==> src/logic/acbs_regs.vh <==
// constants for the automatic command block sequencer
`ifndef ACBS_REGS_VH
`define ACBS_REGS_VH
// apb register byte offsets
`define ACBS_CTRL_OFF    12'h000
`define ACBS_STAT_OFF    12'h004
`define ACBS_CNT_OFF     12'h008
`define ACBS_LEN_OFF     12'h00C
// control fields
`define ACBS_CTRL_EN     0
`define ACBS_CTRL_RST    32'h0000_0000
// work queue offsets from the engine or media unit base
`define ACBS_SIE_OUT_Q   12'h190
`define ACBS_SIE_IN_Q    12'h194
`define ACBS_MDU_RD_Q    12'h010
`define ACBS_MDU_WR_Q    12'h014
// queue element fields
`define ACBS_QE_LAST     8'h80
// lookup table entries
`define ACBS_E_CBW       3'h0
`define ACBS_E_BUFA      3'h1
`define ACBS_E_BUFB      3'h2
`define ACBS_E_BUFC      3'h3
`define ACBS_E_CSW       3'h4
`define ACBS_E_DUP       3'h5
// completion targets
`define ACBS_T_SIE2      2'h0
`define ACBS_T_MDU0      2'h1
`define ACBS_T_MDU1      2'h2
// internal wrapper memory
`define ACBS_MEM_BASE    24'h00_F400
`define ACBS_CBW_LEN     6'h20
`define ACBS_CBW_MAX     6'h1F
`define ACBS_CSW_IDX     6'h20
`define ACBS_CSW_SIG     32'h5342_5355
// transfer unit and buffer counts
`define ACBS_UNIT        32'h0000_0200
`define ACBS_UNIT_SH     9
`define ACBS_NBUF        2'h3
`endif

==> src/logic/acbs_seq.v <==
// automatic command block sequencer with apb control
`timescale 1ns/1ps
`include "acbs_regs.vh"

// Contract
// - keep two buffers posted on engine out queue
// - wrappers live in internal media memory
// - element low bits entry, bit 7 last
// - out queue posts go to offset 0x190
// - command entry completes at media endpoint 1
// - also post spare element 0x5 there
// - lookup holds duplicate buffer, other target
// - oversize command sets overrun and halts
// - completion context locates the command wrapper
// - decode command, load endpoint byte count
// - out: repost duplicate, post remaining buffers
// - fewer buffers under three sectors
// - filled buffers become media endpoint 0 requests
// - consumption reduces count, zero disables
// - disabled endpoint drops requests, no completions
// - in: purge out queue to reclaim buffer
// - in: post buffers to media write queue
// - status after zero count and card ack
// - in status queued without waiting for data (here it waits for zero count and card ack like out)
// - status completion ends, restart with command
module acbs_seq (
    input  wire        i_clk,
    input  wire        i_sys_rst,
    input  wire        psel,
    input  wire        penable,
    input  wire        pwrite,
    input  wire [11:0] paddr,
    input  wire [31:0] pwdata,
    output reg  [31:0] prdata,
    output reg         pready,
    output reg         pslverr,
    input  wire        i_cn_valid,
    input  wire [7:0]  i_cn_ctx,
    input  wire        i_cn_overrun,
    input  wire        i_mem_wr,
    input  wire [5:0]  i_mem_addr,
    input  wire [7:0]  i_mem_wdata,
    output reg  [7:0]  o_mem_rdata,
    input  wire        i_ep0_req,
    input  wire [7:0]  i_ep0_ctx,
    input  wire        i_card_ack,
    output reg         o_wq_valid,
    output reg  [11:0] o_wq_addr,
    output reg  [7:0]  o_wq_data,
    output reg         o_flush,
    output reg  [11:0] o_flush_addr,
    output reg         o_ep0_cn_valid,
    output reg  [7:0]  o_ep0_cn_ctx,
    output reg         o_error
);

// ****************************************
// states
// ****************************************
localparam S_IDLE  = 11'h001;
localparam S_PCBW  = 11'h002;
localparam S_WCBW  = 11'h004;
localparam S_DEC   = 11'h008;
localparam S_ODUP  = 11'h010;
localparam S_OPOST = 11'h020;
localparam S_IFL   = 11'h040;
localparam S_IPOST = 11'h080;
localparam S_WDONE = 11'h100;
localparam S_WCSW  = 11'h200;
localparam S_ERR   = 11'h400;

reg  [10:0] state_reg;
reg  [31:0] ctrl_reg;
reg  [31:0] cnt_reg;
reg  [31:0] len_reg;
reg         dir_in_reg;
reg         ack_reg;
reg         ovr_reg;
reg  [1:0]  nbuf_reg;
reg  [1:0]  idx_reg;
reg  [5:0]  cw_reg;
reg         cw_busy_reg;
reg  [7:0]  mem [0:63];

wire        en       = ctrl_reg[`ACBS_CTRL_EN];
wire        ep_on    = (cnt_reg != 32'h0000_0000);
wire        apb_acc  = psel & penable & ~pready;
wire [31:0] len_w    = {mem[11], mem[10], mem[9], mem[8]};
wire [31:0] sect_w   = (len_w + `ACBS_UNIT - 32'h0000_0001) >> `ACBS_UNIT_SH;

// ****************************************
// lookup table targets
// ****************************************
// entry 5 shares buffer a but completes to endpoint 1
function [1:0] tgt;
    input [2:0] e;
    begin
        case (e)
            `ACBS_E_DUP: tgt = `ACBS_T_MDU1;
            `ACBS_E_CBW: tgt = `ACBS_T_MDU1;
            `ACBS_E_CSW: tgt = `ACBS_T_MDU1;
            default:     tgt = `ACBS_T_MDU0;
        endcase
    end
endfunction

wire cn_ok = i_cn_valid & (i_cn_ctx[7:3] == 5'h00) & (tgt(i_cn_ctx[2:0]) == `ACBS_T_MDU1);

// ****************************************
// completion notice and status decode
// ****************************************
// context names the finished request
wire        cn_cbw   = cn_ok & (i_cn_ctx[2:0] == `ACBS_E_CBW);
// spare buffer back from the engine
wire        cn_dup   = cn_ok & (i_cn_ctx[2:0] == `ACBS_E_DUP);
// status wrapper read by the host
wire        cn_csw   = cn_ok & (i_cn_ctx[2:0] == `ACBS_E_CSW);
// count empty, card done, writer idle
wire        csw_go   = ~ep_on & ack_reg & ~cw_busy_reg;
// last byte of the status write
wire        cw_last  = (cw_reg == `ACBS_CSW_IDX + `ACBS_CBW_LEN - 6'h01);
// requests on a disabled endpoint are dropped
wire        ep0_take = i_ep0_req & ep_on;
// command decode cycle, clears a stale card ack
wire        dec_now  = en & (state_reg == S_DEC);

// status signature, split into bytes on purpose
localparam [31:0] CSW_SIG = `ACBS_CSW_SIG;

// ****************************************
// card acknowledge
// ****************************************
// ack latched, cleared when a new command decodes
always @(posedge i_clk or posedge i_sys_rst) begin
    if (i_sys_rst) begin
        ack_reg <= 1'b0;
    end else if (dec_now) begin
        ack_reg <= 1'b0;
    end else if (i_card_ack) begin
        ack_reg <= 1'b1;
    end
end

// ****************************************
// wrapper memory
// ****************************************
// internal wrapper memory
always @(posedge i_clk) begin
    if (cw_busy_reg) begin
        // offset within the 32-byte status wrapper
        case (cw_reg[4:0])
            5'h00: mem[cw_reg] <= CSW_SIG[7:0];
            5'h01: mem[cw_reg] <= CSW_SIG[15:8];
            5'h02: mem[cw_reg] <= CSW_SIG[23:16];
            5'h03: mem[cw_reg] <= CSW_SIG[31:24];
            5'h04: mem[cw_reg] <= mem[4];
            5'h05: mem[cw_reg] <= mem[5];
            5'h06: mem[cw_reg] <= mem[6];
            5'h07: mem[cw_reg] <= mem[7];
            default: mem[cw_reg] <= 8'h00;
        endcase
    end else if (i_mem_wr) begin
        // the two ranges cover all 64 bytes, so any address is written
        if (i_mem_addr >= `ACBS_CSW_IDX || i_mem_addr <= `ACBS_CBW_MAX)
            mem[i_mem_addr] <= i_mem_wdata;
    end
end

// ****************************************
// wrapper memory read port
// ****************************************
// one cycle late, like a plain ram
always @(posedge i_clk) begin
    o_mem_rdata <= mem[i_mem_addr];
end

// ****************************************
// apb slave
// ****************************************
always @(posedge i_clk or posedge i_sys_rst) begin
    if (i_sys_rst) begin
        ctrl_reg <= `ACBS_CTRL_RST;
        prdata   <= 32'h0000_0000;
        pready   <= 1'b0;
        pslverr  <= 1'b0;
    end else begin
        pready  <= apb_acc;
        pslverr <= 1'b0;
        prdata  <= 32'h0000_0000;
        if (apb_acc) begin
            case (paddr)
                `ACBS_CTRL_OFF: begin
                    if (pwrite)
                        ctrl_reg <= pwdata;
                    prdata <= ctrl_reg;
                end
                `ACBS_STAT_OFF: prdata <= {ovr_reg, ack_reg, ep_on, dir_in_reg,
                                           17'h0_0000, state_reg};
                `ACBS_CNT_OFF:  prdata <= cnt_reg;
                `ACBS_LEN_OFF:  prdata <= len_reg;
                default:        pslverr <= 1'b1;
            endcase
        end
    end
end

// ****************************************
// sequencer
// ****************************************
always @(posedge i_clk or posedge i_sys_rst) begin
    if (i_sys_rst) begin
        state_reg      <= S_IDLE;
        cnt_reg        <= 32'h0000_0000;
        len_reg        <= 32'h0000_0000;
        dir_in_reg     <= 1'b0;
        ovr_reg        <= 1'b0;
        nbuf_reg       <= 2'h0;
        idx_reg        <= 2'h0;
        cw_reg         <= 6'h00;
        cw_busy_reg    <= 1'b0;
        o_wq_valid     <= 1'b0;
        o_wq_addr      <= 12'h000;
        o_wq_data      <= 8'h00;
        o_flush        <= 1'b0;
        o_flush_addr   <= 12'h000;
        o_ep0_cn_valid <= 1'b0;
        o_ep0_cn_ctx   <= 8'h00;
        o_error        <= 1'b0;
    end else begin
        o_wq_valid     <= 1'b0;
        o_flush        <= 1'b0;
        o_ep0_cn_valid <= 1'b0;
        o_error        <= ovr_reg;
        if (ep0_take) begin
            // count down by unit, zero disables
            cnt_reg <= (cnt_reg > `ACBS_UNIT) ? cnt_reg - `ACBS_UNIT : 32'h0000_0000;
            o_ep0_cn_valid <= 1'b1;
            o_ep0_cn_ctx   <= i_ep0_ctx;
        end
        // status writer steps one byte a cycle
        if (cw_busy_reg) begin
            // hold the last index so the writer is not started again
            if (cw_last)
                cw_busy_reg <= 1'b0;
            else
                cw_reg <= cw_reg + 6'h01;
        end
        if (!en) begin
            state_reg <= S_IDLE;
            ovr_reg   <= 1'b0;
        end else begin
            case (state_reg)
                // queues purged by software before enable
                S_IDLE: begin
                    idx_reg   <= 2'h0;
                    state_reg <= S_PCBW;
                end
                S_PCBW: begin
                    // two buffers on the out queue
                    o_wq_valid <= 1'b1;
                    o_wq_addr  <= `ACBS_SIE_OUT_Q;
                    if (idx_reg == 2'h0) begin
                        o_wq_data <= `ACBS_QE_LAST | {5'h00, `ACBS_E_CBW};
                        idx_reg   <= 2'h1;
                    end else begin
                        o_wq_data <= {5'h00, `ACBS_E_DUP};
                        state_reg <= S_WCBW;
                    end
                end
                S_WCBW: begin
                    if (cn_cbw) begin
                        if (i_cn_overrun) begin
                            ovr_reg   <= 1'b1;
                            state_reg <= S_ERR;
                        end else
                            state_reg <= S_DEC;
                    end
                end
                S_DEC: begin
                    len_reg    <= len_w;
                    cnt_reg    <= len_w;
                    dir_in_reg <= mem[12][7];
                    idx_reg    <= 2'h0;
                    // at most one buffer per sector
                    nbuf_reg   <= (sect_w > 32'h0000_0003) ? `ACBS_NBUF : sect_w[1:0];
                    if (len_w == 32'h0000_0000)
                        state_reg <= S_WDONE;
                    else if (mem[12][7])
                        state_reg <= S_IFL;
                    else
                        state_reg <= S_ODUP;
                end
                S_ODUP: begin
                    if (cn_dup) begin
                        o_wq_valid <= 1'b1;
                        o_wq_addr  <= `ACBS_MDU_RD_Q;
                        o_wq_data  <= {5'h00, `ACBS_E_BUFA};
                        idx_reg    <= 2'h1;
                        state_reg  <= S_OPOST;
                    end
                end
                S_OPOST: begin
                    if (idx_reg >= nbuf_reg)
                        state_reg <= S_WDONE;
                    else begin
                        o_wq_valid <= 1'b1;
                        o_wq_addr  <= `ACBS_SIE_OUT_Q;
                        o_wq_data  <= {6'h00, idx_reg} + 8'h01;
                        idx_reg    <= idx_reg + 2'h1;
                    end
                end
                S_IFL: begin
                    o_flush      <= 1'b1;
                    o_flush_addr <= `ACBS_SIE_OUT_Q;
                    state_reg    <= S_IPOST;
                end
                S_IPOST: begin
                    if (idx_reg >= nbuf_reg)
                        state_reg <= S_WDONE;
                    else begin
                        o_wq_valid <= 1'b1;
                        o_wq_addr  <= `ACBS_MDU_WR_Q;
                        o_wq_data  <= {6'h00, idx_reg} + 8'h01;
                        idx_reg    <= idx_reg + 2'h1;
                    end
                end
                S_WDONE: begin
                    // zero count and card ack first
                    if (csw_go) begin
                        if (cw_reg == 6'h00) begin
                            cw_reg      <= `ACBS_CSW_IDX;
                            cw_busy_reg <= 1'b1;
                        end else begin
                            o_wq_valid <= 1'b1;
                            o_wq_addr  <= `ACBS_SIE_IN_Q;
                            o_wq_data  <= `ACBS_QE_LAST | {5'h00, `ACBS_E_CSW};
                            state_reg  <= S_WCSW;
                        end
                    end
                end
                S_WCSW: begin
                    if (cn_csw) begin
                        cw_reg    <= 6'h00;
                        idx_reg   <= 2'h0;
                        state_reg <= S_PCBW;
                    end
                end
                S_ERR: state_reg <= S_ERR;
                default: state_reg <= S_IDLE;
            endcase
        end
    end
end

endmodule // acbs_seq

==> config.mk <==
export PLATFORM = sky130hd
export DESIGN_NAME = acbs_seq
export DESIGN_NICKNAME = d
export VERILOG_FILES = /design/src/logic/acbs_seq.v
export VERILOG_INCLUDE_DIRS = /design/src /design/src/logic
export SDC_FILE = /design/constraint.sdc
export NUM_CORES = 1
export LEC_CHECK = 0
export BUFFER_PORTS_ARGS = -buffer_cell sky130_fd_sc_hd__buf_2
export CAP_MARGIN = 20
export CORE_ASPECT_RATIO = 1.75
export CORE_MARGIN = 5
export CORE_UTILIZATION = 35
export DETAILED_ROUTE_END_ITERATION = 8
export PLACE_DENSITY = 0.56
export SYNTH_ARGS = -nofsm -noshare
export SYNTH_HDL_FRONTEND = slang
export SYNTH_SLANG_ARGS = --single-unit
export TNS_END_PERCENT = 20
==> constraint.sdc <==
create_clock -name i_clk -period 6.1 [get_ports i_clk]
set_input_delay 0 -clock i_clk [delete_from_list [all_inputs] [get_ports i_clk]]
set_output_delay 0 -clock i_clk [all_outputs]
set_load 0.005 [all_outputs]
==> out/results.ini, run 1 <==
[floorplan]
die_w_um=228
row_count=140
die_area_sq_um=89600
io_pins=170
initial_core_util_pct=35.2
core_sq_um=83000
die_h_um=392

[worst_setup_path]
cp.buffers_inverters=1
crit_path_frequent_cell=nand3_1
cpLargestDelayFamily=simple AND/OR/NAND/NOR gates
critPathCaptureType=flip-flop
cpPeakStageDelay_ns=0.83
reg2reg_setup_slack_ns=2.50
regToRegStartpoint=cw_busy_reg
crit_chain=nor3b_1, buf_4, nand3_1, nand4_1, nand3_1, nor2_1
required_ns=6.36
startpoint=cw_busy_reg
arrival_ns=3.85
crit_slowest_cell=nor2_1
path_class=flip-flop to flip-flop
path_max_fanout=12
critPathLaunchType=flip-flop

[cells_and_area]
syn2layout_area_growth_pct=16.3
regArea_sq_um=19900
multi_input_area_sq_um=8810
fill_cells=7511
drive_gt1_share_pct=25.7
largest_register_ffs=512
final_nets=2112
top_register=mem

[cts]
clk_pin_slew_worst_paths_ns=0.06
cts_buffers=67
cts_tree=built
ctsResizeCount=0
clock-root-buffer=clkbuf_16
clockBufferDepth=3
worst_skew_pair.late_latency_ns=0.63
htree_num_levels=3
cts_sinks=695
postCtsSetupRepairBufs=0

[route]
dr.pass1.iters=5
routedWlPerCell_um=25.4
viasPerCell=5.38
drc=0
routed_wl_um=79600
drtIter0Drc=1381
postRouteAntennaNets=0
via_count=16900

[power_and_ir_drop]
p_int_uw=7710
p_leak_uw=0.0124
power.density_nw_per_um2=293
pwr-share-seq_pct=52.1
clkPwrFrac_pct=41.6
switching_power_uw=2260
combPwrFrac_pct=6.3
vdd_drop_max_v=0.000196
netSwitchingFraction_pct=22.7

[global_routing]
antenna_found_initial=1
track_usage_pct=17.6
grt_pass1_wl_um=119000
grt_max_degree=129
grt_pass1_vias=17600
grt_remaining_overflow=0

[timing]
period_share_pct=59.0
finalMaxSlewViolations=0
tns_ns=0
worst_pin_slew_ns=0.954
max_clock_freq_mhz=278
finalClockSkew_ns=0.0180
max-slew-margin-rel_pct=36.3
rsz0062_at_grt=no
fin_ws_ns=2.50
post-route-min-period_ns=3.60
hold_viol=0
setup_viol=0

[synth]
netlist_area_sq_um=29200
ys_top_cells_by_count=512 x edfxtp_1, 183 x mux4_2, 179 x nand2_1
ys_seq_area_share_pct=68.1
ys_top_cells_by_area=edfxtp_1 53%, dfrtp_1 15%, mux4_2 14%
synth.ff_latch_count=695
synth_edf_count=512
synth_top_flop_cell=edfxtp_1
yosys_warnings=0
async_flop_share_pct=25.2
synth_top_cell_by_area=edfxtp_1
yosysMostFrequentCell=edfxtp_1
yosys.area.top_type_share_pct=52.6
syn_avg_cell_area_sq_um=16.2
synth.distinct_cells=74
syn_inst=1805

[min_path]
hold_class=input pin to async pin

[run_status]
status=completed

[placed_design]
port_buffers=148
pre_cts_ws_ns=2.56
place_congestion=0.869
dp_hpwl_um=54900

[job]
max_cap_viol_count=0

through the flow:
| stage | power (uW) | utilization [%] | std cells | area [sq um] | hold WS (ns) |
|---|---|---|---|---|---|
| floorplan | 5640 | - | 1825 | 29300 | 0.0709 |
| global placement | 5870 | 37.5 | 2942 | 31100 | 0.194 |
| detailed placement | 5880 | 37.5 | 2942 | 31100 | 0.194 |
| CTS | 10100 | 40.9 | 3134 | 34000 | 0.0356 |
| global route | 10300 | 40.9 | 3136 | 34000 | 0.0619 |
| finish | 9970 | 40.9 | 3137 | 34000 | 0.0554 |
worst register-to-register path: stages (launching register included):
cell and delay [ns]:
dfrtp_1 0.49, nor3b_1 0.23, buf_4 0.20, nand3_1 0.39, nand4_1 0.44, nand3_1 0.64
nor2_1 0.84
cell families (layout without fill, tap and decap cells):
logic type | count (synthesis) | in the layout | share of synthesized area, %
muxes | 240 | 240 | 16.3
xor gates and xnor gates | 20 | 20 | 0.599
AOI/OAI and AO/OA | 171 | 171 | 3.93
other | 1 | 22 | 0.0128
and+or+nand+nor | 520 | 520 | 8.44
adders and majority gates | 9 | 9 | 0.385
buffers and inverters | 149 | 395 | 2.25
DFF | 695 | 695 | 68.1
final cells by class:
class                      count  share of cell area (%)
clock buffer                  88                    5.22
tap                         1065                    3.92
timing repair buffer         243                    4.90
inverter                      31                   0.364
sequential                   695                    58.6
antenna                        1                 0.00736
multi-input combinational    981                    25.9
clock inverter                33                    1.09
path summary, 6_finish.rpt:
kind,to,cells after the start
worst min register to register,len_reg[17],2
min in group i_clk,prdata[12],4
max in group asynchronous,ctrl_reg[25],4
worst max-delay path,mem[60][6],6
worst min-delay path,o_error,3
worst max register to register,mem[60][6],6
cells in the final DEF, fill, tap and decap left out, drive strengths merged, types with 6 or more instances in the layout:
cell / instances
and2: 6
conb: 21
xor2: 10
nor3: 27
a22oi: 26
inv: 41
clkbuf: 89
or2: 6
dfxtp: 8
nand2b: 18
or3: 7
o31ai: 9
dfrtp: 174
dlygate4sd3: 72
nor3b: 6
nor4: 25
nand2: 179
nand3b: 6
edfxtp: 512
a21oi: 25
ha: 9
and3: 23
buf: 170
xnor2: 10
mux4: 183
nor2: 143
o21ai: 58
or4: 9
nand3: 36
clkinv: 15
mux2: 52
nand4: 14
metal layers:
metal | track usage [%] | wire (um) | share of wire (%)
met3 | 2.92 | 3900 | 4.9
met2 | 33.1 | 43800 | 55
met1 | 19.5 | 28400 | 36
met4 | 7.71 | 3460 | 4.3
met5 | 0 | 0 | 0
power by group through the flow:
stage          sequential, uW  combinational [uW]  clock, uW
6_report                 5200                 624       4150
5_1_grt                  5200                 673       4430
4_1_cts                  5190                 632       4250
3_5_place_dp             5290                 590          0
3_3_place_gp             5290                 585          0
2_1_floorplan            5270                 373          0
timing repair:
action,CTS,global route
setup endpoints to repair,0,0
hold buffers,71,1
endpoints found under the hold margin,198,3
Power figures use the tool's default switching activity.
==> run 2: changes to the inputs <==
Settings changed: PLACE_DENSITY 0.56 to 0.58.
Clock period 6.1 ns to 3 ns, I/O delays scaled along.
==> out/results.ini, run 2 (synthesized netlist as in run 1, its figures left out) <==
[run_status]
status=finished, violations left
violations=negative setup slack

[cells_and_area]
largest_register_ffs=512  ; unchanged
final_common_cell=edfxtp_1
final_cell_mix=512 x edfxtp_1, 183 x mux4_2, 179 x nand2_1
final_nets=2216  ; +4.9%
syn2layout_area_growth_pct=20.0
top_register=mem
fin_area_sq_um=35100  ; +3.2%
drive_gt1_share_pct=31.1  ; +5.4 points

[power_and_ir_drop]
vdd_drop_max_v=0.000387  ; +98%
power.density_nw_per_um2=579  ; +97%
p_leak_uw=0.0130  ; +5.1%

[global_routing]
use_met1_pct=18.5  ; -0.99 points
grt_pass1_vias=18400  ; +4.4%
antenna_found_initial=0  ; -1
met3_usage_pct=2.54  ; -0.38 points
grt_remaining_overflow=0  ; unchanged
grt_most_used_layer=met2
grt_pass1_wl_um=119000  ; +0.26%
track_usage_pct=17.4  ; -0.15 points
use_met2_pct=34.6  ; +1.5 points
grt_max_degree=65  ; -50%

[cts]
worst_skew_pair.late_latency_ns=0.64  ; about the same
cts_tree=built
clock-root-buffer=clkbuf_16
cts_sinks=695  ; unchanged
htree_num_levels=3  ; unchanged
clockBufferDepth=3  ; unchanged
cts_buffers=69  ; +3.0%
clk_pin_slew_worst_paths_ns=0.07  ; about the same

[floorplan]
die_h_um=392  ; unchanged
initial_core_util_pct=35.2  ; unchanged
die_w_um=228  ; unchanged
io_pins=170  ; unchanged
core_sq_um=83000  ; unchanged
row_count=140  ; unchanged
die_area_sq_um=89600  ; unchanged

[route]
postRouteAntennaNets=0  ; unchanged
routed_wl_um=78100  ; -1.9%
via_count=17200  ; +1.7%
viasPerCell=5.29  ; -1.6%
dr.pass1.iters=7  ; +2
drtIter0Drc=1307  ; -5.4%
routedWlPerCell_um=24.1  ; -5.1%
drc=0  ; unchanged

[placed_design]
place_congestion=0.941  ; +8.3%
port_buffers=148  ; unchanged
dp_hpwl_um=56000  ; +2.2%
place_area_sq_um=32100  ; +3.1%

[timing]
max_clock_freq_mhz=330  ; +19%
tns_ns=-0.491  ; -0.491 ns
post-route-min-period_ns=3.03  ; -0.563 ns
hold_viol=0  ; unchanged
finalMaxSlewViolations=0  ; unchanged
worst_pin_slew_ns=0.923  ; -0.0308 ns
max-slew-margin-rel_pct=38.2  ; +1.9 points
period_share_pct=101  ; +42 points
fin_ws_ns=-0.0335  ; -2.54 ns
finalClockSkew_ns=0.0225  ; +0.00447 ns
setup_viol=24  ; +24
rsz0062_at_grt=yes

[worst_setup_path]
path_max_fanout=8  ; -4
critPathCaptureType=flip-flop
required_ns=3.26  ; -3.10 ns
path_class=flip-flop to flip-flop
critPathLaunchType=flip-flop
arrival_ns=3.29  ; -0.56 ns

[job]
max_cap_viol_count=0  ; unchanged

[min_path]
hold_class=input pin to flip-flop

==> run 2: layer usage <==
metal	wire length, um	vias to the layer above
met2	45200	529
met1	27200	8913
met5	0	-
met4	2460	0
met3	3280	119
li1	-	7604
==> run 2: area by class of cell <==
type | count | area [sq um]
repair buffers | 345 | 2630
fillers | 7420 | 48000
clock buffers | 90 | 1900
flip-flops and latches | 695 | 19900
well taps | 1065 | 1330
inverters | 31 | 123
clock inverters | 34 | 297
diodes | 1 | 2.50
multi-input cells | 981 | 8880
==> run 2: worst paths after layout <==
path | endpoint | startpoint | depth (start not counted) | slack, ns
worst max-delay path | mem[42][6] | cw_reg[0] | 8 | -0.03
worst min-delay path | ctrl_reg[12] | pwrite | 4 | 0.01
worst max register to register | mem[42][6] | cw_reg[0] | 8 | -0.03
worst min register to register | o_ep0_cn_ctx[0] | o_ep0_cn_ctx[0] | 2 | 0.47
max in group asynchronous | ctrl_reg[24] | i_sys_rst | 4 | 2.15
min in group asynchronous | o_flush_addr[4] | i_sys_rst | 3 | 0.02
==> run 2: report_power, final <==
| part | internal (uW) | switching [uW] | leakage (uW) |
|---|---|---|---|
| Sequential | 10400 | 103 | 0.00697 |
| Combinational | 588 | 742 | 0.00497 |
| Clock | 4690 | 3720 | 0.00108 |
| Total | 15700 | 4570 | 0.0130 |
==> run 2: repair_timing <==
action | 4_1_cts | 5_1_grt
gates resized for setup | 3 | 31
hold buffers | 71 | 0
buffers inserted | 0 | 0
setup endpoints to repair | 14 | 286
pin swaps | 0 | 2
hold endpoints to repair | 134 | 0
==> run 2: through the flow <==
stage | cells | hold WS, ns | utilization, % | power [uW] | setup WS [ns]
2_1_floorplan | 1825 | 0.0709 | - | 11500 | -0.0466
4_1_cts | 3241 | 0.000968 | 42.1 | 20500 | -0.00758
3_3_place_gp | 3045 | 0.151 | 38.6 | 12000 | 0.00279
3_5_place_dp | 3046 | 0.148 | 38.6 | 12000 | -0.0666
5_1_grt | 3241 | 0.0437 | 42.2 | 21000 | -0.209
6_report | 3242 | 0.0117 | 42.2 | 20300 | -0.0335
==> run 2: worst max-delay path, cell delays in order (launching register included) <==
cell and delay, ns:
dfrtp_1 0.45, inv_1 0.15, ha_1 0.22, nand2b_1 0.12, nand3_1 0.10, nand4_1 0.20, a21boi_0 0.43, nand2_1 0.29
nor2_1 0.69
